## config.mk

```make
export PLATFORM = sky130hd
export DESIGN_NAME = psq_sequencer
export DESIGN_NICKNAME = d
export VERILOG_FILES = /design/src/pkg/psq_pkg.sv /design/src/design/psq_tick.sv /design/src/design/psq_sequencer.sv
export SDC_FILE = /design/constraint.sdc
export NUM_CORES = 1
export LEC_CHECK = 0
export BUFFER_PORTS_ARGS = -buffer_cell sky130_fd_sc_hd__buf_2
export CORE_ASPECT_RATIO = 1.4
export CORE_MARGIN = 1.5
export CORE_UTILIZATION = 45
export DETAILED_ROUTE_END_ITERATION = 10
export PLACE_DENSITY = 0.67
export RECOVER_POWER = 50
export SYNTH_ARGS = -nofsm -noshare
export SYNTH_HDL_FRONTEND = slang
export SYNTH_SLANG_ARGS = --single-unit
```

## constraint.sdc

```tcl
create_clock -name clk -period 2.9 [get_ports clk]
set_clock_uncertainty 0.15 [all_clocks]
set_input_delay 0.29 -clock clk [delete_from_list [all_inputs] [get_ports clk]]
set_output_delay 0.29 -clock clk [all_outputs]
set_load 0.05 [all_outputs]
```

## src/pkg/psq_pkg.sv

```systemverilog
// power and reset sequencer constants: clock rate, timing windows, states
// assumes a 125 MHz system clock; all long waits are counted in microseconds
package psq_pkg;

  // system clock and the microsecond tick derived from it
  localparam int CLK_PERIOD_NS = 8;
  localparam int US_NS         = 1000;
  localparam int TICK_CYC      = US_NS / CLK_PERIOD_NS;
  localparam int TICK_W        = 7;

  // microsecond timer width, enough for the 100 ms windows
  localparam int TMR_W = 17;

  // timing figures, in microseconds (milliseconds times 1000)
  localparam int T_EARLY_WARN_US = 500;    // warning ahead of supply loss
  localparam int T_HOLD_US       = 500;    // sense held after warning
  localparam int T_PULSE_MIN_US  = 4;      // shortest warning pulse
  localparam int T_PULSE_MAX_US  = 1000;   // longest warning pulse
  localparam int T_RESTART_US    = 100000; // sense low before reassert
  localparam int T_REQ_DELAY_US  = 10000;  // request fall to warning
  localparam int T_RUSD33_MIN_US = 10000;  // 3.3 V start after core start
  localparam int T_RUSD33_MAX_US = 50000;
  localparam int T_RAMP_TOTAL_US = 100000; // all supplies up from core start

  // synchronised pin inputs
  localparam int SYNC_N    = 7;
  localparam int IN_REQ    = 0;
  localparam int IN_CLK_OK = 1;
  localparam int IN_LOSS   = 2;
  localparam int IN_G115   = 3;
  localparam int IN_G18    = 4;
  localparam int IN_G121   = 5;
  localparam int IN_G33    = 6;

  // sequencer states, gray from OFF up to ON and from ON through WARN down to REST, except the PWAIT to WARN step
  typedef enum logic [3:0] {
    PSQ_OFF   = 4'h0,
    PSQ_RAMP  = 4'h1,
    PSQ_CLKW  = 4'h3,
    PSQ_ON    = 4'h2,
    PSQ_PWAIT = 4'ha,
    PSQ_WARN  = 4'h6,
    PSQ_DN1   = 4'h7,
    PSQ_DN2   = 4'h5,
    PSQ_DN3   = 4'h4,
    PSQ_REST  = 4'hc
  } psq_state_t;

endpackage : psq_pkg

```

## src/design/psq_tick.sv

```systemverilog
// one-cycle enable pulse every microsecond
// assumes the system clock given by the package constants
`timescale 1ns/1ps
`default_nettype none
module psq_tick
  import psq_pkg::*;
(
  // clock and reset
  input  wire logic clk,
  input  wire logic reset_n,
  // enable out
  output logic      tick_us
);

  logic [TICK_W-1:0] cnt_q;
  wire               wrap = (cnt_q == TICK_W'(TICK_CYC - 1));

  // free-running divider
  always_ff @(posedge clk or negedge reset_n) begin
    if (!reset_n) begin
      cnt_q <= '0;
    end else begin
      cnt_q <= wrap ? '0 : cnt_q + TICK_W'(1);
    end
  end

  assign tick_us = wrap;

endmodule : psq_tick
`default_nettype wire

```

## src/design/psq_sequencer.sv

```systemverilog
// supply and reset sequencer driving a display controller's power pins
// assumes supply regulators report reaching 80% of typical voltage on pins
// Rules for the controller's power and clock pins
// - supply-good drops at least 500 us before any supply is turned off.
// - power-on sense stays high at least 500 us after supply-good drops.
// - a supply-good low pulse under raised sense lasts 4 to 1000 us.
// - once sense falls with supply-good low, it stays low 100 ms or more.
// - supply-good falls no sooner than 10 ms after the request falls; a supply loss during that wait drops it at once.
// - the primary reference clock is stable before sense rises.
// - the 3.3 V ramp starts 10 to 50 ms after the core ramp starts.
// - all four supplies finish ramping within 100 ms of the core start.
// - the reference clocks are not spread-spectrum.
// - one oscillator feeds the primary clock of every controller.
// - primary reference runs at 40 MHz and secondary at 38 MHz.
// - a request-driven shutdown need not keep the sense hold time.
// - the 1.8 V ramp starts only after the core supply reaches 80%.
// - the pulse upper limit holds only while the 1.8 V supply stays on.
`timescale 1ns/1ps
`default_nettype none
module psq_sequencer
  import psq_pkg::*;
#(
  parameter int HOLD_US    = psq_pkg::T_HOLD_US,
  parameter int RESTART_US = psq_pkg::T_RESTART_US,
  parameter int REQ_DLY_US = psq_pkg::T_REQ_DELAY_US,
  parameter int RUSD33_US  = psq_pkg::T_RUSD33_MIN_US,
  parameter int RAMP_MAX_US = psq_pkg::T_RAMP_TOTAL_US
) (
  // clock and reset
  input  wire logic clk,
  input  wire logic reset_n,
  // system request and status pins
  input  wire logic projector_on_request,
  input  wire logic ref_clock_stable,
  input  wire logic supply_loss_detect,
  // regulator 80% good pins
  input  wire logic good_1v15,
  input  wire logic good_1v8,
  input  wire logic good_1v21,
  input  wire logic good_3v3,
  // regulator enables
  output logic      en_1v15,
  output logic      en_1v8,
  output logic      en_1v21,
  output logic      en_3v3,
  // oscillator enable
  output logic      osc_enable,
  // controller reset pins
  output logic      power_on_sense,
  output logic      supply_good_warning,
  // status
  output logic      ramp_fault
);

  localparam logic [TMR_W-1:0] TMR_MAX = '1;

  logic [SYNC_N-1:0] meta_q;
  logic [SYNC_N-1:0] sync_q;
  psq_state_t        state_q, state_d;
  logic [TMR_W-1:0]  timer_q;
  logic              fault_q;
  logic              by_req_q;
  logic              tick_us;
  logic [3:0]        en_q;

  // raw pins gathered in input index order
  wire [SYNC_N-1:0] pin_raw = {good_3v3, good_1v21, good_1v8, good_1v15,
                               supply_loss_detect, ref_clock_stable,
                               projector_on_request};

  // all pins are asynchronous: two flops each, only the second is read
  for (genvar i = 0; i < SYNC_N; i++) begin : g_sync
    always_ff @(posedge clk or negedge reset_n) begin
      if (!reset_n) begin
        meta_q[i] <= 1'b0;
        sync_q[i] <= 1'b0;
      end else begin
        meta_q[i] <= pin_raw[i];
        sync_q[i] <= meta_q[i];
      end
    end
  end

  psq_tick u_tick (
    .clk     (clk),
    .reset_n (reset_n),
    .tick_us (tick_us)
  );

  // named views of the synchronised inputs
  wire req_s   = sync_q[IN_REQ];
  wire clk_ok  = sync_q[IN_CLK_OK];
  wire loss_s  = sync_q[IN_LOSS];
  wire g115_s  = sync_q[IN_G115];
  wire g18_s   = sync_q[IN_G18];
  wire g121_s  = sync_q[IN_G121];
  wire g33_s   = sync_q[IN_G33];
  wire all_up  = g115_s & g18_s & g121_s & g33_s;

  // timer compares, widths fixed to the timer; strictly above n because the
  // first tick may land right after a restart and would cut a window short
  wire t_hold    = (timer_q > TMR_W'(HOLD_US));
  wire t_restart = (timer_q > TMR_W'(RESTART_US));
  wire t_reqdly  = (timer_q > TMR_W'(REQ_DLY_US));
  wire t_33      = (timer_q > TMR_W'(RUSD33_US));
  wire t_rampto  = (timer_q > TMR_W'(RAMP_MAX_US));

  // next-state decode
  always_comb begin
    state_d = state_q;
    case (state_q)
      PSQ_OFF:   if (req_s) state_d = PSQ_RAMP;
      PSQ_RAMP: begin
        if (!req_s || t_rampto) state_d = PSQ_DN1;
        else if (all_up && en_q[3]) state_d = PSQ_CLKW;
      end
      PSQ_CLKW: begin
        if (!req_s || !all_up) state_d = PSQ_DN1;
        else if (clk_ok) state_d = PSQ_ON;
      end
      PSQ_ON: begin
        if (loss_s) state_d = PSQ_WARN;
        else if (!req_s) state_d = PSQ_PWAIT;
      end
      PSQ_PWAIT: begin
        if (loss_s || t_reqdly) state_d = PSQ_WARN;
      end
      PSQ_WARN:  if (t_hold) state_d = PSQ_DN1;
      PSQ_DN1:   if (!g121_s) state_d = PSQ_DN2;
      PSQ_DN2:   if (!g33_s && !g18_s) state_d = PSQ_DN3;
      PSQ_DN3:   state_d = PSQ_REST;
      PSQ_REST:  if (t_restart && !req_s) state_d = PSQ_OFF;
      default:   state_d = PSQ_OFF;
    endcase
  end

  // state, timer restarts on every state change
  always_ff @(posedge clk or negedge reset_n) begin
    if (!reset_n) begin
      state_q <= PSQ_OFF;
      timer_q <= '0;
    end else begin
      state_q <= state_d;
      if (state_d != state_q) timer_q <= '0;
      else if (tick_us && timer_q != TMR_MAX) timer_q <= timer_q + TMR_W'(1);
    end
  end

  // supply enables, order 1.15 -> 1.8 -> 1.21 and 1.15 -> 3.3; down reversed
  logic [3:0] en_d;
  always_comb begin
    en_d = en_q;
    case (state_q)
      PSQ_OFF:  en_d = 4'h0;
      PSQ_RAMP: begin
        en_d[0] = 1'b1;
        if (g115_s) en_d[1] = 1'b1;
        if (g18_s)  en_d[2] = 1'b1;
        if (t_33)   en_d[3] = 1'b1;
      end
      PSQ_DN1:  begin
        en_d[2] = 1'b0;
        en_d[3] = 1'b0;
      end
      PSQ_DN2:  if (!g121_s) en_d[1] = 1'b0;
      PSQ_DN3:  en_d[0] = 1'b0;
      default:  en_d = en_q;
    endcase
  end

  always_ff @(posedge clk or negedge reset_n) begin
    if (!reset_n) en_q <= 4'h0;
    else          en_q <= en_d;
  end

  // fault held until the next start; shutdown cause sampled while on, held until the next on
  always_ff @(posedge clk or negedge reset_n) begin
    if (!reset_n) begin
      fault_q  <= 1'b0;
      by_req_q <= 1'b0;
    end else begin
      if (state_q == PSQ_OFF && req_s) fault_q <= 1'b0;
      else if (state_q == PSQ_RAMP && t_rampto && req_s) fault_q <= 1'b1;
      if (state_q == PSQ_ON) by_req_q <= !loss_s;
    end
  end

  // sense and warning come straight from the state register
  assign power_on_sense      = (state_q == PSQ_ON) || (state_q == PSQ_PWAIT) ||
                               (state_q == PSQ_WARN);
  assign supply_good_warning = (state_q == PSQ_ON) || (state_q == PSQ_PWAIT);
  assign {en_3v3, en_1v21, en_1v8, en_1v15} = en_q;
  // clock runs from the first ramp so it settles before sense rises
  assign osc_enable = (en_q != 4'h0);
  assign ramp_fault = fault_q;

  // ---------------------------------------------------------------
  // assertions and helper counters, all in microseconds
  logic [TMR_W-1:0] pg_low_us_q;
  logic [TMR_W-1:0] ps_low_us_q;
  logic [TMR_W-1:0] req_low_us_q;
  logic [TMR_W-1:0] up_us_q;

  always_ff @(posedge clk or negedge reset_n) begin
    if (!reset_n) begin
      pg_low_us_q  <= '0;
      ps_low_us_q  <= TMR_MAX;
      req_low_us_q <= '0;
      up_us_q      <= '0;
    end else begin
      if (supply_good_warning) pg_low_us_q <= '0;
      else if (tick_us && pg_low_us_q != TMR_MAX) pg_low_us_q <= pg_low_us_q + TMR_W'(1);
      if (power_on_sense) ps_low_us_q <= '0;
      else if (tick_us && ps_low_us_q != TMR_MAX) ps_low_us_q <= ps_low_us_q + TMR_W'(1);
      if (req_s) req_low_us_q <= '0;
      else if (tick_us && req_low_us_q != TMR_MAX) req_low_us_q <= req_low_us_q + TMR_W'(1);
      if (!en_q[0]) up_us_q <= '0;
      else if (tick_us && up_us_q != TMR_MAX) up_us_q <= up_us_q + TMR_W'(1);
    end
  end
endmodule : psq_sequencer
`default_nettype wire

```

Yosys cells after proc, flatten, opt, wreduce, memory -nomap -nowiden --
Cells that the tools add are included.
Cells by class: add/sub/neg operators 2, magnitude comparators 3, eq/ne operators 16, muxes and demuxes 25, bitwise operators 3, reduce and logical (&&, ||, !) cells 28
Operators with widths (number):
- 4-bit 2-to-1 mux | 12
- 4-bit one-hot mux with 10 select lines | 1
- 17-bit 2-to-1 mux | 2
- 17-bit by 1-bit adder with 17-bit output, second input constant | 1
- 17-bit by 14-bit greater-than comparator with 1-bit output, second input constant | 1
- 17-bit greater-than comparator, second input constant | 1
- 17-bit by 9-bit greater-than comparator with 1-bit output, second input constant | 1
- 17-bit != test, second input constant | 1
- 4-bit by 3-bit equality test with 1-bit output, second input constant | 4
- 4-bit by 2-bit equality test with 1-bit output, second input constant | 2
- 4-bit equality test, second input constant | 2
- 2-bit != test, second input constant | 4
- 2-bit nonzero test | 4
- 7-bit by 1-bit adder with 7-bit output, second input constant | 1
- 7-bit equality test, second input constant | 1
- 1-bit logical AND | 7
- 7-bit 2-to-1 mux | 1
- 1-bit 2-to-1 mux | 6
- 1-bit logical OR | 5
- 4-bit by 1-bit equality test with 1-bit output, second input constant | 1
- 1-bit logical NOT | 4
- 4-bit logical NOT | 1
- 4-bit != test | 1
- 2-bit one-hot mux with 2 select lines | 1
- 8 further kinds | 12
Word-level totals: flip-flop bits (word level) 47, input port bits 9, output and inout bits 8, logic and storage cells 99

Logic depth before layout (Yosys ltp) --
depth after elaboration 9, mapped depth 11, gate-level depth less buffers 11

By module --
A second synthesis with hierarchy kept.
Second synthesis, totals: cells, all modules 233, area, all modules 2474.9 µm²
Modules (own cells, without submodules):
- psq_sequencer | instances 1, cells an instance 202, area each 2129.5 µm², sequential area each 1001.0 µm²
- psq_tick | instances 1, cells an instance 31, area each 345.3 µm², sequential area each 175.2 µm²

Worst setup path before layout --
No wires, ideal clock.
path kind reg2reg, start point register timer_q[10], end point register timer_q[11], library setup time 0.088 ns, arrival time 2.688 ns, required time 2.662 ns, path slack -0.026 ns, stages on the path, launching flop included 12, path buffers 1, period minus slack after synthesis 2.926 ns, cells stage by stage dfrtp_1 clkbuf_1 and4_1 and3_1 and3_1 ha_1 nand3b_1 nor4_2 nand4_1 xor2_1 or3_1 a211oi_2
Between the ends: cells in the longest elaborated chain, start to end 6, elaborated cells on any way between the ends 18, those cells by class add/sub (1); order compare (3); eq/ne (2); mux (7); reduce/logical (5)
RTL lines:
- from (decl) | line psq_sequencer.sv:60 | logic [TMR_W-1:0] timer_q;
- from (signal assigned) | line psq_sequencer.sv:145 | else if (tick_us && timer_q != TMR_MAX) timer_q <= timer_q + TMR_W'(1);
- 17-bit greater-than comparator / 17-bit by 14-bit greater-than comparator with 1-bit output (equally long branches) | line psq_sequencer.sv:103, psq_sequencer.sv:106, psq_sequencer.sv:104
- 1-bit logical AND (tied with other cells) | line psq_sequencer.sv:132 | PSQ_REST: if (t_restart && !req_s) state_d = PSQ_OFF;
- 4-bit 2-to-1 mux (on tied branches) | line psq_sequencer.sv:132, psq_sequencer.sv:114, psq_sequencer.sv:126
- 4-bit one-hot mux with 10 select lines | line psq_sequencer.sv:111 | case (state_q)
- 4-bit != test | line psq_sequencer.sv:144 | if (state_d != state_q) timer_q <= '0;
- 17-bit 2-to-1 mux / 2-bit nonzero test (equally long branches)
Several ways; a longest one is shown, not always the timed one. The select of a mux whose other input is x is not followed. A chain may end at the register's enable or synchronous reset.

Worst setup path in the final report --
start point register timer_q[1], end point register timer_q[13]
The elaborated chain is that of the path after synthesis.

==> metrics.md <==
| Metric | Value |
|---|---|
| Status | `complete, but fails checks` |
| Failing checks | `setup timing` |
| Antenna cells | `0` |
| Number of synthesis warnings | `0` |
| Post-synth EDFFs | `0` |
| Filler cell count | `528` |
| GPL Wtd Cong | `0.8244` |
| Final Hold Viols | `0` |
| Setup-failing EPs final | `1` |
| Critical Path End Type | `flop` |
| Clock latency on the worst-skew pair | `0.31 ns` |
| Vias | `2,176` |
| Reg clk slew, reported paths | `0.10 ns` |
| CTS Buffer Depth | `2` |
| H-tree levels | `2` |
| Setup tns final | `-0.04692 ns` |
| RSZ-0062 raised after global routing | `yes` |
| Synth Area in Simple Gates | `23.76%` |
| Xor/xnor cell area share of the yosys netlist | `6.221%` |
| Starting Density | `46.28%` |
| IO buf count | `16` |
| Non-filler cells, final | `375` |
| Global-route wire length before repair | `9908 um` |
| Tcrit/Tclk final | `101.6%` |
| Crit path arrival time | `3.03 ns` |
| Root Buffer Master | `clkbuf_8` |
| Compound-Gate Fraction of Synth Area | `18.80%` |
| Asr flop ratio synth | `100.0%` |
| Die area | `6422 sq um` |
| CP required | `2.98 ns` |
| Clock sink total | `47` |
| Core Rows | `33` |
| Mapped Avg Cell Area | `10.13 sq um` |
| CTS tree | `done` |
| Crit path max fanout | `5` |
| Pre-antenna DRT Iters | `4` |
| Mux contribution to synthesized area | `0.3742%` |
| Largest net degree at the start of global routing | `48` |
| Layout Nets | `318` |
| GRT Util Overall | `20.60%` |
| CTS buffer count | `5` |
| Post-route DRC | `0` |
| Pleak | `1.333 nW` |
| Cell Pwr Density | `695.5 nW/um^2` |
| Die height | `94.23 um` |
| Die X | `68.16 um` |
| Ys flop type | `dfrtp_1` |
| Placed cells | `354` |
| Slew HR | `21.25%` |
| Drt initial violations | `113` |
| Design Power | `2.222 mW` |
| Final worst slack | `-0.04692 ns` |
| Critical path class | `reg -> reg` |
| Per-cell routed wire length | `16.58 um` |
| Yosys reg bits | `47` |
| Synth Instances | `264` |
| ANT nets after route | `0` |
| I/O pin total | `17` |
| Vias per cell | `5.803` |
| Largest family of logic cells by synthesized area | `simple AND/OR/NAND/NOR gates` |
| Area of the multi-input gates | `1428 sq um` |
| Crit start category | `flop` |
| Initial antenna violation count | `0` |
| Pins Over Slew Limit | `0` |
| Post-synthesis sequential area ratio | `43.97%` |
| Post-Route WL | `6218 um` |
| Synth Area in Adders | `2.339%` |
| Peak supply drop | `0.3744 mV` |
| Register area | `1176 sq um` |
| MaxCap Viol Count | `0` |
| Fin util | `55.26%` |
| Worst slew pin tran | `1.181 ns` |
| Worst hold path class | `in -> async` |
| Post-Synthesis Cell Area | `2675 sq um` |
| Fmax | `339.3 MHz` |
| Dpl hpwl | `4173 um` |
| Post-Synthesis Net Count | `278` |
| Pre-CTS setup slack | `-0.02588 ns` |
| Vias in the first global route | `2,153` |
| Area Overhead vs Synth | `19.41%` |
| Tmin final | `2.947 ns` |
| Share of cells above drive strength 1 | `25.57%` |
| Total congestion overflow | `0` |
| Synth cell types | `54` |
| Total core area | `5781 sq um` |
-- sequential cells by signal (all words and copies together) (netlist names) --
register,flops
state_q,4
g121_s,1
g115_s,1
g18_s,1
u_tick.cnt_q,7
clk_ok,1
en_q,4
g33_s,1
meta_q,7
loss_s,1
req_s,1
timer_q,17
ramp_fault,1
-- layout make-up --
type | instances | share of cell area, %
Inverter | 10 | 1.175
Timing Repair Buffer | 49 | 10.93
Tap cell | 70 | 2.742
Multi-Input combinational cell | 191 | 44.69
Clock buffer | 5 | 2.154
Sequential cell | 47 | 36.82
Clock inverter | 3 | 1.488
-- layout by cell type (no fill, tap or decap), types with 3 or more instances in the layout --
cell	synthesis	final
a211oi_1	7	4
a211oi_2	11	14
a21oi_1	6	6
a221oi_1	3	3
and2_1	4	4
and3_1	3	3
and4_1	5	5
buf_2	7	15
buf_4	0	25
clkbuf_8	0	5
dfrtp_1	47	47
dlygate4sd3_1	0	7
ha_1	5	3
inv_1	10	10
nand2_1	10	10
nand2b_1	3	3
nand3_1	10	9
nand4_1	10	10
nor2_1	18	17
nor2b_1	3	3
nor3_1	8	8
o21ai_0	10	10
o21ai_1	3	3
or3_1	20	20
xnor2_1	5	5
xor2_1	14	14
-- power breakdown --
group	internal [mW]	switching, mW
Combinational	0.257	0.659
Sequential	0.707	0.0996
Clock	0.261	0.238
-- repair_timing --
item,in CTS,in global routing
hold endpoints to repair,7,0
setup endpoints to repair,4,14
hold buffers,7,0
setup buffers,1,5
gates cloned,0,0
gates resized for setup,2,8
pin swaps,0,12
-- synth_stat cells, types with 2 or more instances --
master / number / area [sq um]
dfrtp_1: 47 / 1176
or3_1: 20 / 125.1
nor2_1: 18 / 67.56
xor2_1: 14 / 122.6
a211oi_2: 11 / 137.6
inv_1: 10 / 37.54
nand2_1: 10 / 37.54
nand3_1: 10 / 50.05
nand4_1: 10 / 62.56
o21ai_0: 10 / 50.05
nor3_1: 8 / 40.04
a211oi_1: 7 / 52.55
buf_2: 7 / 35.03
a21oi_1: 6 / 30.03
clkbuf_1: 6 / 22.52
and4_1: 5 / 43.79
ha_1: 5 / 62.56
xnor2_1: 5 / 43.79
and2_1: 4 / 25.02
a221oi_1: 3 / 26.28
and3_1: 3 / 18.77
nand2b_1: 3 / 18.77
nor2b_1: 3 / 18.77
nor4_1: 3 / 18.77
o21ai_1: 3 / 15.01
a21o_1: 2 / 15.01
a31oi_1: 2 / 12.51
buf_6: 2 / 22.52
or4_1: 2 / 15.01
-- cell families (layout without fill, tap and decap cells) --
kind of cell	Yosys count	in the layout
and+or+nand+nor	107	107
DFF	47	47
adders and majority gates	5	5
muxes	1	1
xor gates and xnor gates	19	19
AOI/OAI and AO/OA	59	59
buffers and inverters	26	67
-- per-layer routing --
metal  wire, um  share of wire [%]  track usage [%]  vias to the layer above
met5          0                  0                0                        -
met4        170                2.7            9.000                        0
met3        141                2.3            3.837                       14
met2       3361                 54            35.84                       35
met1       2544                 41            23.88                     1074
li1           -                  -                -                     1053
-- stage by stage --
step / hold slack, ns / cell area (sq um)
5_1_grt: 0.1647 / 3194
2_1_floorplan: -0.1556 / 2684
3_3_place_gp: 0.1829 / 2918
4_1_cts: 0.06149 / 3123
3_5_place_dp: 0.1855 / 2918
6_report: 0.06424 / 3194
-- critical path, cell delays in order (launching register included) --
cell	delay, ns
dfrtp_1	0.40
ha_2	0.21
nand4_1	0.17
nor2_1	0.07
and3_1	0.17
ha_2	0.16
nand3b_1	0.23
buf_6	0.17
nor4_4	0.14
buf_4	0.18
nand3_2	0.07
xor2_1	0.15
or3_1	0.38
a211oi_2	0.22
-- worst paths after layout --
kind / cells after the start / start / end / slack (ns)
setup reg to reg: 13 / timer_q[1]$_DFFE_PN0P_ / timer_q[13]$_DFFE_PN0P_ / -0.05
min in group clk: 0 / meta_q[1]$_DFF_PN0_ / clk_ok$_DFF_PN0_ / 0.20
hold reg to reg: 0 / meta_q[1]$_DFF_PN0_ / clk_ok$_DFF_PN0_ / 0.20
setup / recovery: 13 / timer_q[1]$_DFFE_PN0P_ / timer_q[13]$_DFFE_PN0P_ / -0.05
hold / removal: 1 / reset_n / timer_q[5]$_DFFE_PN0P_ / 0.06
max in group asynchronous: 1 / reset_n / loss_s$_DFF_PN0_ / 1.82
No activity file was read; power rests on OpenSTA's default activity.
